$ cat config.mk
export PLATFORM = sky130hd
export DESIGN_NAME = ascd_top
export DESIGN_NICKNAME = d
export VERILOG_FILES = /design/src/design/ascd_scan_pick.v /design/src/design/ascd_sync3.v /design/src/design/ascd_top.v
export VERILOG_INCLUDE_DIRS = /design/src /design/src/design
export SDC_FILE = /design/constraint.sdc
export NUM_CORES = 1
export LEC_CHECK = 0
export ABC_AREA = 1
export CAP_MARGIN = 20
export CORE_ASPECT_RATIO = 1.5
export CORE_MARGIN = 8
export CORE_UTILIZATION = 43
export CTS_CLUSTER_DIAMETER = 100
export DETAILED_ROUTE_END_ITERATION = 6
export DONT_BUFFER_PORTS = 1
export GPL_TIMING_DRIVEN = 0
export SETUP_SLACK_MARGIN = 0.3
export SYNTH_ARGS = -nofsm -noshare
export SYNTH_HDL_FRONTEND = slang
export SYNTH_SLANG_ARGS = --single-unit
export TNS_END_PERCENT = 5
$ cat constraint.sdc
create_clock -name i_clk -period 2.2 [get_ports i_clk]
set_input_delay 0.44 -clock i_clk [delete_from_list [all_inputs] [get_ports i_clk]]
set_output_delay 0.44 -clock i_clk [all_outputs]
set_load 0.02 [all_outputs]
$ cat src/design/ascd_defines.vh
// Constants for the ADC scan and shutdown command block.
// Assumes the serial front end delivers a command byte with a 16-bit data word.
`ifndef ASCD_DEFINES_VH
`define ASCD_DEFINES_VH

// ****************************************************************
// Command codes
// ****************************************************************
`define ASCD_CMD_ADC_CONV      8'h62
`define ASCD_CMD_SHUTDOWN      8'h64

// ****************************************************************
// Conversion register fields
// ****************************************************************
`define ASCD_CONV_CONT_BIT     11
`define ASCD_NUM_CH            11
`define ASCD_CONV_RESET        12'h000
`define ASCD_TEMP_CH_MASK      11'h043
`define ASCD_INTREF_CH_MASK    11'h7ff

// ****************************************************************
// Shutdown register fields
// ****************************************************************
`define ASCD_SHUT_FULL_POWER_DOWN_BIT   11
`define ASCD_SHUT_BANDGAP_BIT  10
`define ASCD_SHUT_WDOG_BIT     9
`define ASCD_SHUT_OSC_BIT      8
`define ASCD_SHUT_RESET        12'h8ff

// ****************************************************************
// Clock modes that allow continuous conversion
// ****************************************************************
`define ASCD_CKMODE_00         2'b00
`define ASCD_CKMODE_01         2'b01

`endif

$ cat src/design/ascd_scan_pick.v
// Picks the lowest selected channel at or above a start position.
// Pure combinational; used by the scan sequencer to walk in ascending order.
`timescale 1ns/1ps

module ascd_scan_pick
(
    input  wire [10:0] i_mask,
    input  wire [3:0]  i_from,
    output reg         o_found,
    output reg  [3:0]  o_chan
);

    integer k; // Loop index.

    // Scan downward so the lowest qualifying index is kept last.
    always @*
    begin
        o_found = 1'b0;
        o_chan  = 4'h0;
        for (k = 10; k >= 0; k = k - 1)
        begin
            if (i_mask[k] && (k >= i_from))
            begin
                o_found = 1'b1;
                o_chan  = k[3:0];
            end
        end
    end

endmodule

$ cat src/design/ascd_sync3.v
// Three-stage input synchroniser for a level from outside the clock domain.
// Assumes one clock; a change is accepted once stages two and three agree.
`timescale 1ns/1ps

module ascd_sync3
(
    input  wire i_clk,
    input  wire i_rst_n,
    input  wire i_async,
    output reg  o_level
);

    reg [2:0] stage_reg; // Stage 0 is read only by stage 1.

    // Shift in, then update the output when the last two stages agree.
    always @(posedge i_clk)
    begin
        if (!i_rst_n)
        begin
            stage_reg <= 3'b000;
            o_level   <= 1'b0;
        end
        else
        begin
            stage_reg <= {stage_reg[1:0], i_async};
            if (stage_reg[1] == stage_reg[2])
            begin
                o_level <= stage_reg[2];
            end
        end
    end

endmodule

$ cat src/design/ascd_top.v
// Command register logic for ADC scanning and power shutdown control.
// Assumes a serial front end presents i_cmd/i_data with a one-cycle i_cmd_valid,
// and an ADC core that takes o_conv_start and answers with i_conv_done.
`timescale 1ns/1ps
`include "ascd_defines.vh"

// Operation
// Command 62h writes conversion register.
// Conversion data bits 15..12 ignored.
// FIFO load only when monitor enabled.
// Continuous bit repeats scans per clock mode.
// Eleven select bits, one per channel.
// Selected channels convert in ascending order.
// Continuous only in clock modes 00/01.
// No busy during continuous conversions.
// Temperature scan keeps sensor and reference on.
// Reference on before first continuous conversion.
// Clearing continuous finishes current scan first.
// Busy high from clear until scan ends.
// Results accumulate; host must drain FIFO.
// Host clears sense power-down before gate conversion.
// Command 64h writes shutdown, bits 15..12 ignored.
// Full power-down bit 11, set at reset.
// Host clears full power-down first.
// Bit 10 keeps bandgap powered.
// Bit 9 stops watchdog oscillator.
// Bit 8 powers down internal oscillator.
// Bits 7..4 power down channel 2 parts.
// Bits 3..0 power down channel 1 parts.
// Oscillator-off clears on next command.
// Full power-down overrides all, suspends scans.
// Non-continuous write with channels starts one scan.
module ascd_top
(
    input  wire        i_clk,
    input  wire        i_rst_n,
    input  wire        i_cmd_valid,
    input  wire [7:0]  i_cmd,
    input  wire [15:0] i_data,
    input  wire        i_result_fifo_load_enable,
    input  wire        i_clock_select_hi,
    input  wire        i_clock_select_lo,
    input  wire        i_conv_done,
    input  wire [11:0] i_conv_result,
    output reg         o_conv_start,
    output reg  [3:0]  o_conv_chan,
    output reg         o_fifo_push,
    output reg  [15:0] o_fifo_data,
    output reg         o_busy,
    output reg         o_ref_on,
    output reg         o_temp_sensor_on,
    output reg         o_adc_enable,
    output reg         o_full_power_down,
    output reg         o_bandgap_force_on,
    output reg         o_watchdog_osc_off,
    output reg         o_internal_osc_off,
    output reg  [3:0]  o_ch2_off,
    output reg  [3:0]  o_ch1_off
);

    // ****************************************************************
    // Declarations
    // ****************************************************************
    localparam [1:0] ST_IDLE = 2'b00; // Waiting for a command.
    localparam [1:0] ST_PICK = 2'b01; // Finding the next channel.
    localparam [1:0] ST_CONV = 2'b10; // Waiting for a conversion.

    reg  [11:0] conv_reg;             // Continuous bit and channel selects.
    reg  [11:0] shut_reg;             // Shutdown bits.
    reg  [1:0]  state_reg;            // Scan sequencer state.
    reg  [1:0]  state_next;
    reg  [3:0]  pos_reg;              // Next channel index to search from.
    reg  [3:0]  pos_next;
    reg  [10:0] scan_mask_reg;        // Channels of the scan in progress.
    reg  [10:0] scan_mask_next;
    reg         stopping_reg;         // Continuous cleared, scan draining.
    reg         stopping_next;
    wire        pick_found;           // A channel remains in this scan.
    wire [3:0]  pick_chan;            // That channel's index.
    wire        ck_hi_s;              // Synchronised clock-select bits.
    wire        ck_lo_s;
    wire        conv_wr;              // Write strobe for the conversion register.
    wire        shut_wr;              // Write strobe for the shutdown register.
    wire        cont_ok;              // Continuous mode is legal now.
    wire        cont_eff;             // Continuous bit as it stands after this edge.

    assign conv_wr = i_cmd_valid && (i_cmd == `ASCD_CMD_ADC_CONV);
    assign shut_wr = i_cmd_valid && (i_cmd == `ASCD_CMD_SHUTDOWN);
    assign cont_ok = conv_reg[`ASCD_CONV_CONT_BIT]
                     && (({ck_hi_s, ck_lo_s} == `ASCD_CKMODE_00)
                     ||  ({ck_hi_s, ck_lo_s} == `ASCD_CKMODE_01));
    // Busy must follow the bit being written now, or a continuous start from
    // idle would flash busy for one cycle.
    assign cont_eff = conv_wr ? i_data[`ASCD_CONV_CONT_BIT]
                              : conv_reg[`ASCD_CONV_CONT_BIT];

    // ****************************************************************
    // Sub-blocks
    // ****************************************************************
    // Clock-select bits come from another register group, so treat as async.
    ascd_sync3 u_sync_hi
    (
        .i_clk   (i_clk),
        .i_rst_n (i_rst_n),
        .i_async (i_clock_select_hi),
        .o_level (ck_hi_s)
    );

    ascd_sync3 u_sync_lo
    (
        .i_clk   (i_clk),
        .i_rst_n (i_rst_n),
        .i_async (i_clock_select_lo),
        .o_level (ck_lo_s)
    );

    // The picker always searches the latched scan mask, not the live register,
    // so a rewrite mid-scan cannot reorder or skip channels.
    ascd_scan_pick u_pick
    (
        .i_mask  (scan_mask_reg),
        .i_from  (pos_reg),
        .o_found (pick_found),
        .o_chan  (pick_chan)
    );

    // ****************************************************************
    // Command registers
    // ****************************************************************
    // Store the low twelve bits of each write; the top four are dropped.
    always @(posedge i_clk)
    begin
        if (!i_rst_n)
        begin
            conv_reg <= `ASCD_CONV_RESET;
            shut_reg <= `ASCD_SHUT_RESET;
        end
        else
        begin
            if (conv_wr)
            begin
                conv_reg <= i_data[11:0];
            end
            if (shut_wr)
            begin
                shut_reg <= i_data[11:0];
            end
            else if (i_cmd_valid)
            begin
                // Any other command ends the oscillator power-down.
                shut_reg[`ASCD_SHUT_OSC_BIT] <= 1'b0;
            end
        end
    end

    // ****************************************************************
    // Scan sequencer, next state
    // ****************************************************************
    // Walks selected channels low to high; repeats while continuous holds.
    always @*
    begin
        state_next     = state_reg;
        pos_next       = pos_reg;
        scan_mask_next = scan_mask_reg;
        stopping_next  = stopping_reg;
        case (state_reg)
            ST_IDLE:
            begin
                stopping_next = 1'b0;
                // A new write with channels starts a scan, single or looping.
                if (conv_wr && (i_data[10:0] != 11'h000))
                begin
                    scan_mask_next = i_data[10:0];
                    pos_next       = 4'h0;
                    state_next     = ST_PICK;
                end
            end
            ST_PICK:
            begin
                if (pick_found)
                begin
                    state_next = ST_CONV;
                end
                else if (cont_ok && !stopping_reg)
                begin
                    // Restart from channel 0 with the latest selection.
                    scan_mask_next = conv_reg[10:0];
                    pos_next       = 4'h0;
                    if (conv_reg[10:0] == 11'h000)
                    begin
                        state_next = ST_IDLE;
                    end
                end
                else
                begin
                    state_next = ST_IDLE;
                end
            end
            ST_CONV:
            begin
                if (i_conv_done)
                begin
                    pos_next   = o_conv_chan + 4'h1;
                    state_next = ST_PICK;
                end
            end
            default:
            begin
                state_next = ST_IDLE;
            end
        endcase
        // Clearing continuous mid-scan marks the remaining scan as draining.
        if ((state_reg != ST_IDLE) && !conv_reg[`ASCD_CONV_CONT_BIT])
        begin
            stopping_next = 1'b1;
        end
        // Full power-down abandons any scan at once.
        if (shut_reg[`ASCD_SHUT_FULL_POWER_DOWN_BIT])
        begin
            state_next    = ST_IDLE;
            stopping_next = 1'b0;
        end
    end

    // ****************************************************************
    // Scan sequencer, registers and strobes
    // ****************************************************************
    // Issues one start pulse per channel and forwards each result while monitoring is on.
    always @(posedge i_clk)
    begin
        if (!i_rst_n)
        begin
            state_reg     <= ST_IDLE;
            pos_reg       <= 4'h0;
            scan_mask_reg <= 11'h000;
            stopping_reg  <= 1'b0;
            o_conv_start  <= 1'b0;
            o_conv_chan   <= 4'h0;
            o_fifo_push   <= 1'b0;
            o_fifo_data   <= 16'h0000;
        end
        else
        begin
            state_reg     <= state_next;
            pos_reg       <= pos_next;
            scan_mask_reg <= scan_mask_next;
            stopping_reg  <= stopping_next;
            o_conv_start  <= 1'b0;
            o_fifo_push   <= 1'b0;
            if ((state_reg == ST_PICK) && (state_next == ST_CONV))
            begin
                o_conv_start <= 1'b1;
                o_conv_chan  <= pick_chan;
            end
            // Results go to the FIFO only with monitoring on; overflow is the
            // host's concern, since no readout path is visible here.
            if ((state_reg == ST_CONV) && i_conv_done && i_result_fifo_load_enable)
            begin
                o_fifo_push <= 1'b1;
                o_fifo_data <= {o_conv_chan, i_conv_result};
            end
        end
    end

    // ****************************************************************
    // Busy, reference and power outputs
    // ****************************************************************
    // Busy shows only scans written without the continuous bit and the drain after continuous is cleared.
    always @(posedge i_clk)
    begin
        if (!i_rst_n)
        begin
            o_busy             <= 1'b0;
            o_ref_on           <= 1'b0;
            o_temp_sensor_on   <= 1'b0;
            o_adc_enable       <= 1'b0;
            o_full_power_down  <= 1'b1;
            o_bandgap_force_on <= 1'b0;
            o_watchdog_osc_off <= 1'b0;
            o_internal_osc_off <= 1'b0;
            o_ch2_off          <= 4'hf;
            o_ch1_off          <= 4'hf;
        end
        else
        begin
            o_busy <= (state_next != ST_IDLE)
                      && (!cont_eff || stopping_next);
            // Reference rises with the first pick, ahead of the start pulse.
            o_ref_on <= !shut_reg[`ASCD_SHUT_FULL_POWER_DOWN_BIT]
                        && (shut_reg[`ASCD_SHUT_BANDGAP_BIT]
                        || ((state_next != ST_IDLE)
                        && ((scan_mask_next & `ASCD_INTREF_CH_MASK) != 11'h000)));
            o_temp_sensor_on <= !shut_reg[`ASCD_SHUT_FULL_POWER_DOWN_BIT] && (state_next != ST_IDLE)
                        && ((scan_mask_next & `ASCD_TEMP_CH_MASK) != 11'h000);
            o_adc_enable       <= !shut_reg[`ASCD_SHUT_FULL_POWER_DOWN_BIT];
            o_full_power_down  <= shut_reg[`ASCD_SHUT_FULL_POWER_DOWN_BIT];
            o_bandgap_force_on <= shut_reg[`ASCD_SHUT_BANDGAP_BIT]
                                  && !shut_reg[`ASCD_SHUT_FULL_POWER_DOWN_BIT];
            o_watchdog_osc_off <= shut_reg[`ASCD_SHUT_WDOG_BIT]
                                  || shut_reg[`ASCD_SHUT_FULL_POWER_DOWN_BIT];
            o_internal_osc_off <= shut_reg[`ASCD_SHUT_OSC_BIT]
                                  || shut_reg[`ASCD_SHUT_FULL_POWER_DOWN_BIT];
            o_ch2_off <= shut_reg[7:4] | {4{shut_reg[`ASCD_SHUT_FULL_POWER_DOWN_BIT]}};
            o_ch1_off <= shut_reg[3:0] | {4{shut_reg[`ASCD_SHUT_FULL_POWER_DOWN_BIT]}};
        end
    end

endmodule
== Yosys cells after proc, flatten, opt, wreduce, memory -nomap -nowiden ==
Cells that the tools add are included.

* Bits in registers: 88
* Input bits: 43
* Output and inout bits: 38
* Word-level logic and storage cells: 143

* Add/subtract/negate cells: 1
* Magnitude comparators: 11
* Equality and inequality tests: 12
* Mux-type cells: 46
* Bitwise gates (word level): 2
* Reduce and logical (&&, ||, !) cells: 46

{| class="wikitable"
|+ Operators by type and width
! kind !! count
|-
| two-way mux 4 bit || 15
|-
| two-way mux 11 bit || 3
|-
| nonzero test 11 bit || 3
|-
| logical AND 1 bit || 26
|-
| case mux 11 bit (2 select lines) || 1
|-
| two-way mux 1 bit || 19
|-
| equality test 8 x 7 -> 1 bit, second input constant || 2
|-
| >= comparator 3 x 4 -> 1 bit, first input constant || 4
|-
| >= comparator 4 bit, first input constant || 3
|-
| two-way mux 2 bit || 6
|-
| case mux 4 bit (3 select lines) || 1
|-
| zero test 11 bit || 1
|-
| >= comparator 1 x 4 -> 1 bit, first input constant || 2
|-
| >= comparator 2 x 4 -> 1 bit, first input constant || 2
|-
| inequality test 2 bit, second input constant || 4
|-
| OR 4 bit || 2
|-
| case mux 2 bit (3 select lines) || 1
|-
| nonzero test 2 bit || 3
|-
| logical OR 1 bit || 5
|-
| AND reduction 5 bit || 1
|-
| adder 4 x 1 -> 4 bit, second input constant || 1
|-
| equality test 2 x 1 -> 1 bit, second input constant || 2
|-
| equality test 2 bit, second input constant || 2
|-
| zero test 1 bit || 4
|-
| 3 further kinds || 5
|}

== Longest topological paths before layout ==
* Depth in word-level cells: 20
* Gate-level depth with buffers: 19
* Gate-level depth less buffers: 18

== By module ==
From an unflattened synthesis, not the netlist that was laid out.

* Cells, all modules: 470
* Area total of the unflattened synthesis: 3494.6 µm²

{| class="wikitable"
|+ Modules (own cells, without submodules)
! module !! times used !! cells each !! area an instance (µm²)
|-
| ascd_top || 1 || 407 || 3128.0
|-
| ascd_scan_pick || 1 || 50 || 250.2
|-
| ascd_sync3 || 1 || 13 || 116.4
|}

== Worst setup path before layout ==
No wires, ideal clock.

* Path kind: input -> register
* Start: input i_cmd[7]
* End: register o_ref_on
* Setup time: 0.112 ns
* Data arrival time: 1.662 ns
* Slack: 0.426 ns
* Stages: 17
* Path through: inv_1 nand2_1 nor2_1 nand2_1 nor2_1 nand2_1 nand2_1 buf_2 nor2_1 nor2_1 nand2_1 nand2_1 nand2_1 nor2_1 nand3_1 nand2_1 nand2_1

* Longest elaborated chain between the ends: 10

{| class="wikitable"
|+ RTL lines
! what !! RTL line !! RTL
|-
| start, declared || ascd_top.v:38 || <nowiki>input wire [7:0] i_cmd,</nowiki>
|-
| equality test 8 x 7 -> 1 bit (no line) * || n/a ||
|-
| logical AND 1 bit * || ascd_top.v:87 || <nowiki>assign conv_wr = i_cmd_valid && (i_cmd == `ASCD_CMD_ADC_CONV);</nowiki>
|-
| logical AND 1 bit * || ascd_top.v:171 || <nowiki>if (conv_wr && (i_data[10:0] != 11'h000))</nowiki>
|-
| two-way mux 2 bit || ascd_top.v:171 ||
|-
| case mux 2 bit (3 select lines) || ascd_top.v:166 || <nowiki>case (state_reg)</nowiki>
|-
| two-way mux 2 bit || ascd_top.v:218 || <nowiki>if (shut_reg[`ASCD_SHUT_FULL_POWER_DOWN_BIT])</nowiki>
|-
| nonzero test 2 bit || ascd_top.v:291 || <nowiki>|| ((state_next != ST_IDLE)</nowiki>
|-
| logical AND 1 bit * || ascd_top.v:291 ||
|-
| logical OR 1 bit * || ascd_top.v:290 || <nowiki>&& (shut_reg[`ASCD_SHUT_BANDGAP_BIT]</nowiki>
|-
| logical AND 1 bit * || ascd_top.v:289 || <nowiki>o_ref_on <= !shut_reg[`ASCD_SHUT_FULL_POWER_DOWN_BIT]</nowiki>
|-
| end signal, assigned || ascd_top.v:289 ||
|-
| end, declared || ascd_top.v:50 || <nowiki>output reg o_ref_on,</nowiki>
|}

Mark *: on every way between the ends. The rest lies on a longest branch, timed or not.
A chain may end at the register's enable or synchronous reset.

== Worst setup path after layout ==
* Start: register pos_reg[1]
* End: register o_temp_sensor_on

* Longest elaborated chain between the ends: 19

{| class="wikitable"
|+ RTL lines
! what !! RTL line !! RTL
|-
| start, declared || ascd_top.v:72 || <nowiki>reg [3:0] pos_reg;</nowiki>
|-
| start signal, assigned || ascd_top.v:245 || <nowiki>pos_reg <= pos_next;</nowiki>
|-
| >= comparator 4 bit || ascd_scan_pick.v:22 || <nowiki>if (i_mask[k] && (k >= i_from))</nowiki>
|-
| logical AND 1 bit || ascd_scan_pick.v:22 ||
|-
| two-way mux 1 bit (10 in a row) || ascd_scan_pick.v:22 ||
|-
| two-way mux 1 bit * || ascd_scan_pick.v:22 ||
|-
| two-way mux 2 bit || ascd_top.v:180 || <nowiki>if (pick_found)</nowiki>
|-
| case mux 2 bit (3 select lines) || ascd_top.v:166 ||
|-
| two-way mux 2 bit || ascd_top.v:218 ||
|-
| nonzero test 2 bit || ascd_top.v:293 || <nowiki>o_temp_sensor_on <= !shut_reg[`ASCD_SHUT_FULL_POWER_DOWN_BIT] && (state_next != ST_IDLE)</nowiki>
|-
| logical AND 1 bit || ascd_top.v:293 ||
|-
| logical AND 1 bit * || ascd_top.v:293 ||
|-
| end signal, assigned || ascd_top.v:293 ||
|-
| end, declared || ascd_top.v:51 || <nowiki>output reg o_temp_sensor_on,</nowiki>
|}

Marked as above.

==> reports/summary.txt <==
outcome = complete, no violations
Rel. slew slack = 59.9%
max-slew violations = 0
fmax = 505 MHz
EDFF count, synth = 0
H-Tree Depth = 3
Final Cycle Share = 90.1%
internal reg-to-reg setup slack = 220 ps
placed inst area = 4030 um2
ys async rst share = 0%
final wirelength = 11.6 mm
leakage = 2.02 nW
Final Instance Count excl. Fillers = 706
gp weighted congestion = 0.889
PD cells = 676 nW/um2
IO Pins = 81
dpl cells = 675
first-pass GRT wire length = 18.1 mm
number of antenna violations at the first check in global routing = 0
Post-Route Skew = 5.46 ps
Top FF cell, synth = dfxtp_1
IO Port Bufs = 0
CTS tree = done
crit path from = pos_reg[1]$_SDFFE_PN0P_
Worst R2R End = o_temp_sensor_on$_SDFF_PN0_
Setup crit end = o_temp_sensor_on$_SDFF_PN0_
min Tclk post-route = 1980 ps
ranking of synthesized cells by area = dfxtp_1 43%, nand2_1 15%, nor2_1 6.3%
die area = 12400 um2
worst r2r src = pos_reg[1]$_SDFFE_PN0P_
post-synthesis cell area = 3890 um2
setup ws final = 218 ps
Initial DRC Count = 253
Syn Nets = 609
worst-margin pin slew = 601 ps
share of cells above drive strength 1 = 19.1%
DP Worst Slack = -132 ps
# diodes = 0
Data required, critical path = 2460 ps
Fin. Hold Viols = 0
CTS Buffer Depth = 2
Avg Cell Area, Syn = 6.88 um2
Placeable Area = 8830 um2
crit end category = flop
crit start category = flop
ANT nets after route = 0
Reg clk slew, reported paths = 70 ps
Num CTS Buffers = 9
Area Growth Syn to Fin = 19.7%
Layout fillers = 902
TritonCTS Sinks = 84
Max Cap Viol = 0
DRT Pass-1 Iters = 5
post-DP HPWL = 8.54 mm
register bit total from synthesis = 84
die span in y = 132 um
Via density = 5.29
wire per inst = 16.4 um
Critical Path AT = 2240 ps
Setup violations, final = 0
total global-route track usage = 18.5%
CP Class = reg -> reg
largest net degree at the start of global routing = 17
Clock Tree Root = clkbuf_16
sequential cell area fraction in the yosys report = 43.2%
die width = 93.6 um
FF-to-FF path depth = 15
Site Rows = 42
Ys Warns = 0
VDD IR max = 0.439 mV
most numerous cell in the Yosys netlist = nand2_1
Worst Path Max Fanout = 7
top cell type's share of synthesized area = 43.2%
Worst Hold Class = in -> reg
Remaining Overflow, GRT = 0
Design Area, Final = 4650 um2
post-synth top area cell = dfxtp_1
Final #Nets = 635
RSZ-0062 raised after global routing = yes
number of hold buffers added after CTS = 0
max FFs per register = 16
Mapped Cells = 565
vias = 3738
commonest cells in the netlist = 157 x nand2_1, 84 x dfxtp_1, 65 x nor2_1
worst skew pair latency = 340 ps
Initial Util = 44.0%
Yosys cell types = 36
vias in the first global route = 3651
Remaining DRCs = 0
==> metrics by stage <==
stage / power (mW) / hold slack (ps) / TNS (ps) / utilization (%)
3_5_place_dp: 1.64 / 406 / -132 / 45.6
4_1_cts: 3.17 / 196 / 0 / 51.3
5_1_grt: 3.26 / 196 / 0 / 52.7
6_report: 3.15 / 199 / 0 / 52.7
3_3_place_gp: 1.63 / 405 / -106 / 45.6
2_1_floorplan: 1.61 / 390 / 0 / -
==> worst max-delay path, stage by stage (launching register included) <==
cell and delay, ps:
dfxtp_4 420, nand2_4 70, nand2_2 80, nand2_2 50
nand2_2 70, inv_2 50, nor2_4 130, nand3_4 120
buf_6 150, nor2_2 100, nand3_1 90, nand3_1 100
nand2_1 70, nor2_2 110, nor2_2 80, a31oi_1 200
==> per-layer routing <==
layer / wire (um) / track usage, % / vias up / part of all wire (%)
met5: 0 / 0 / - / 0
met3: 959 / 6.46 / 23 / 8.3
met2: 6010 / 33.2 / 139 / 52
met4: 318 / 8.15 / 0 / 2.8
li1: - / - / 1878 / -
met1: 4270 / 18.5 / 1698 / 37
==> cells in the final DEF (no fill, tap or decap), types with 2 or more instances in the layout <==
cell and n:
nand2_1 136, dfxtp_1 79, clkbuf_2 3, nor4_1 3
a21oi_1 39, inv_1 51, nand3_2 6, o211ai_1 8
nand4_1 12, nand2_2 23, buf_2 4, nand2_4 4
clkbuf_16 10, o31ai_1 2, o21ai_0 31, inv_2 5
dfxtp_4 4, or2_2 8, buf_4 12, nor2_2 9
inv_6 4, nor2_1 55, buf_6 4, nor3_1 6
clkbuf_1 13, nand3_1 34, a31oi_1 3, nor2_4 7
==> kinds of logic after synthesis <==
group,Yosys count,share of synthesized area (%)
compound gates,89,12.5
fa+ha+maj,1,0.322
flops,84,43.2
simple gates,307,35.0
xor+xnor,2,0.451
buf+inv,82,8.49
==> worst min path at each step <==
stage / startpoint / endpoint / slack [ps] / cells past startpoint
3_3_place_gp: u_sync_hi.stage_reg[0]$_SDFF_PN0_ / u_sync_hi.stage_reg[1]$_SDFF_PN0_ / 400 / 2
6_report: i_clock_select_hi / u_sync_hi.stage_reg[0]$_SDFF_PN0_ / 200 / 2
4_1_cts: i_clock_select_hi / u_sync_hi.stage_reg[0]$_SDFF_PN0_ / 200 / 2
2_1_floorplan: u_sync_hi.stage_reg[0]$_SDFF_PN0_ / u_sync_hi.stage_reg[1]$_SDFF_PN0_ / 390 / 2
3_5_place_dp: u_sync_hi.stage_reg[0]$_SDFF_PN0_ / u_sync_hi.stage_reg[1]$_SDFF_PN0_ / 410 / 2
5_1_grt: i_clock_select_hi / u_sync_hi.stage_reg[0]$_SDFF_PN0_ / 200 / 2
==> final cells by class <==
class                      instances  area [um2]  area share [%]
clock buffer                       9         225            4.84
inverter                          58         220            4.73
timing repair buffer              15         135            2.90
tap                              110         138            2.96
sequential                        84        1700            36.5
clock inverter                     7        78.8            1.69
buffer                            24         128            2.74
multi-input combinational        399        2030            43.7
==> timing repair <==
action | in CTS | in global routing
setup buffers | 10 | 3
gates resized for setup | 41 | 28
pin swaps | 18 | 16
endpoints found under the setup margin | 19 | 18
cloned | 1 | 1
==> power breakdown <==
group,total [mW],internal [mW],switching [mW]
Combinational,0.0742,0.0202,0.0540
Clock,1.55,0.895,0.653
Sequential,1.53,1.52,0.00544
(Power assumes the default switching activity.)
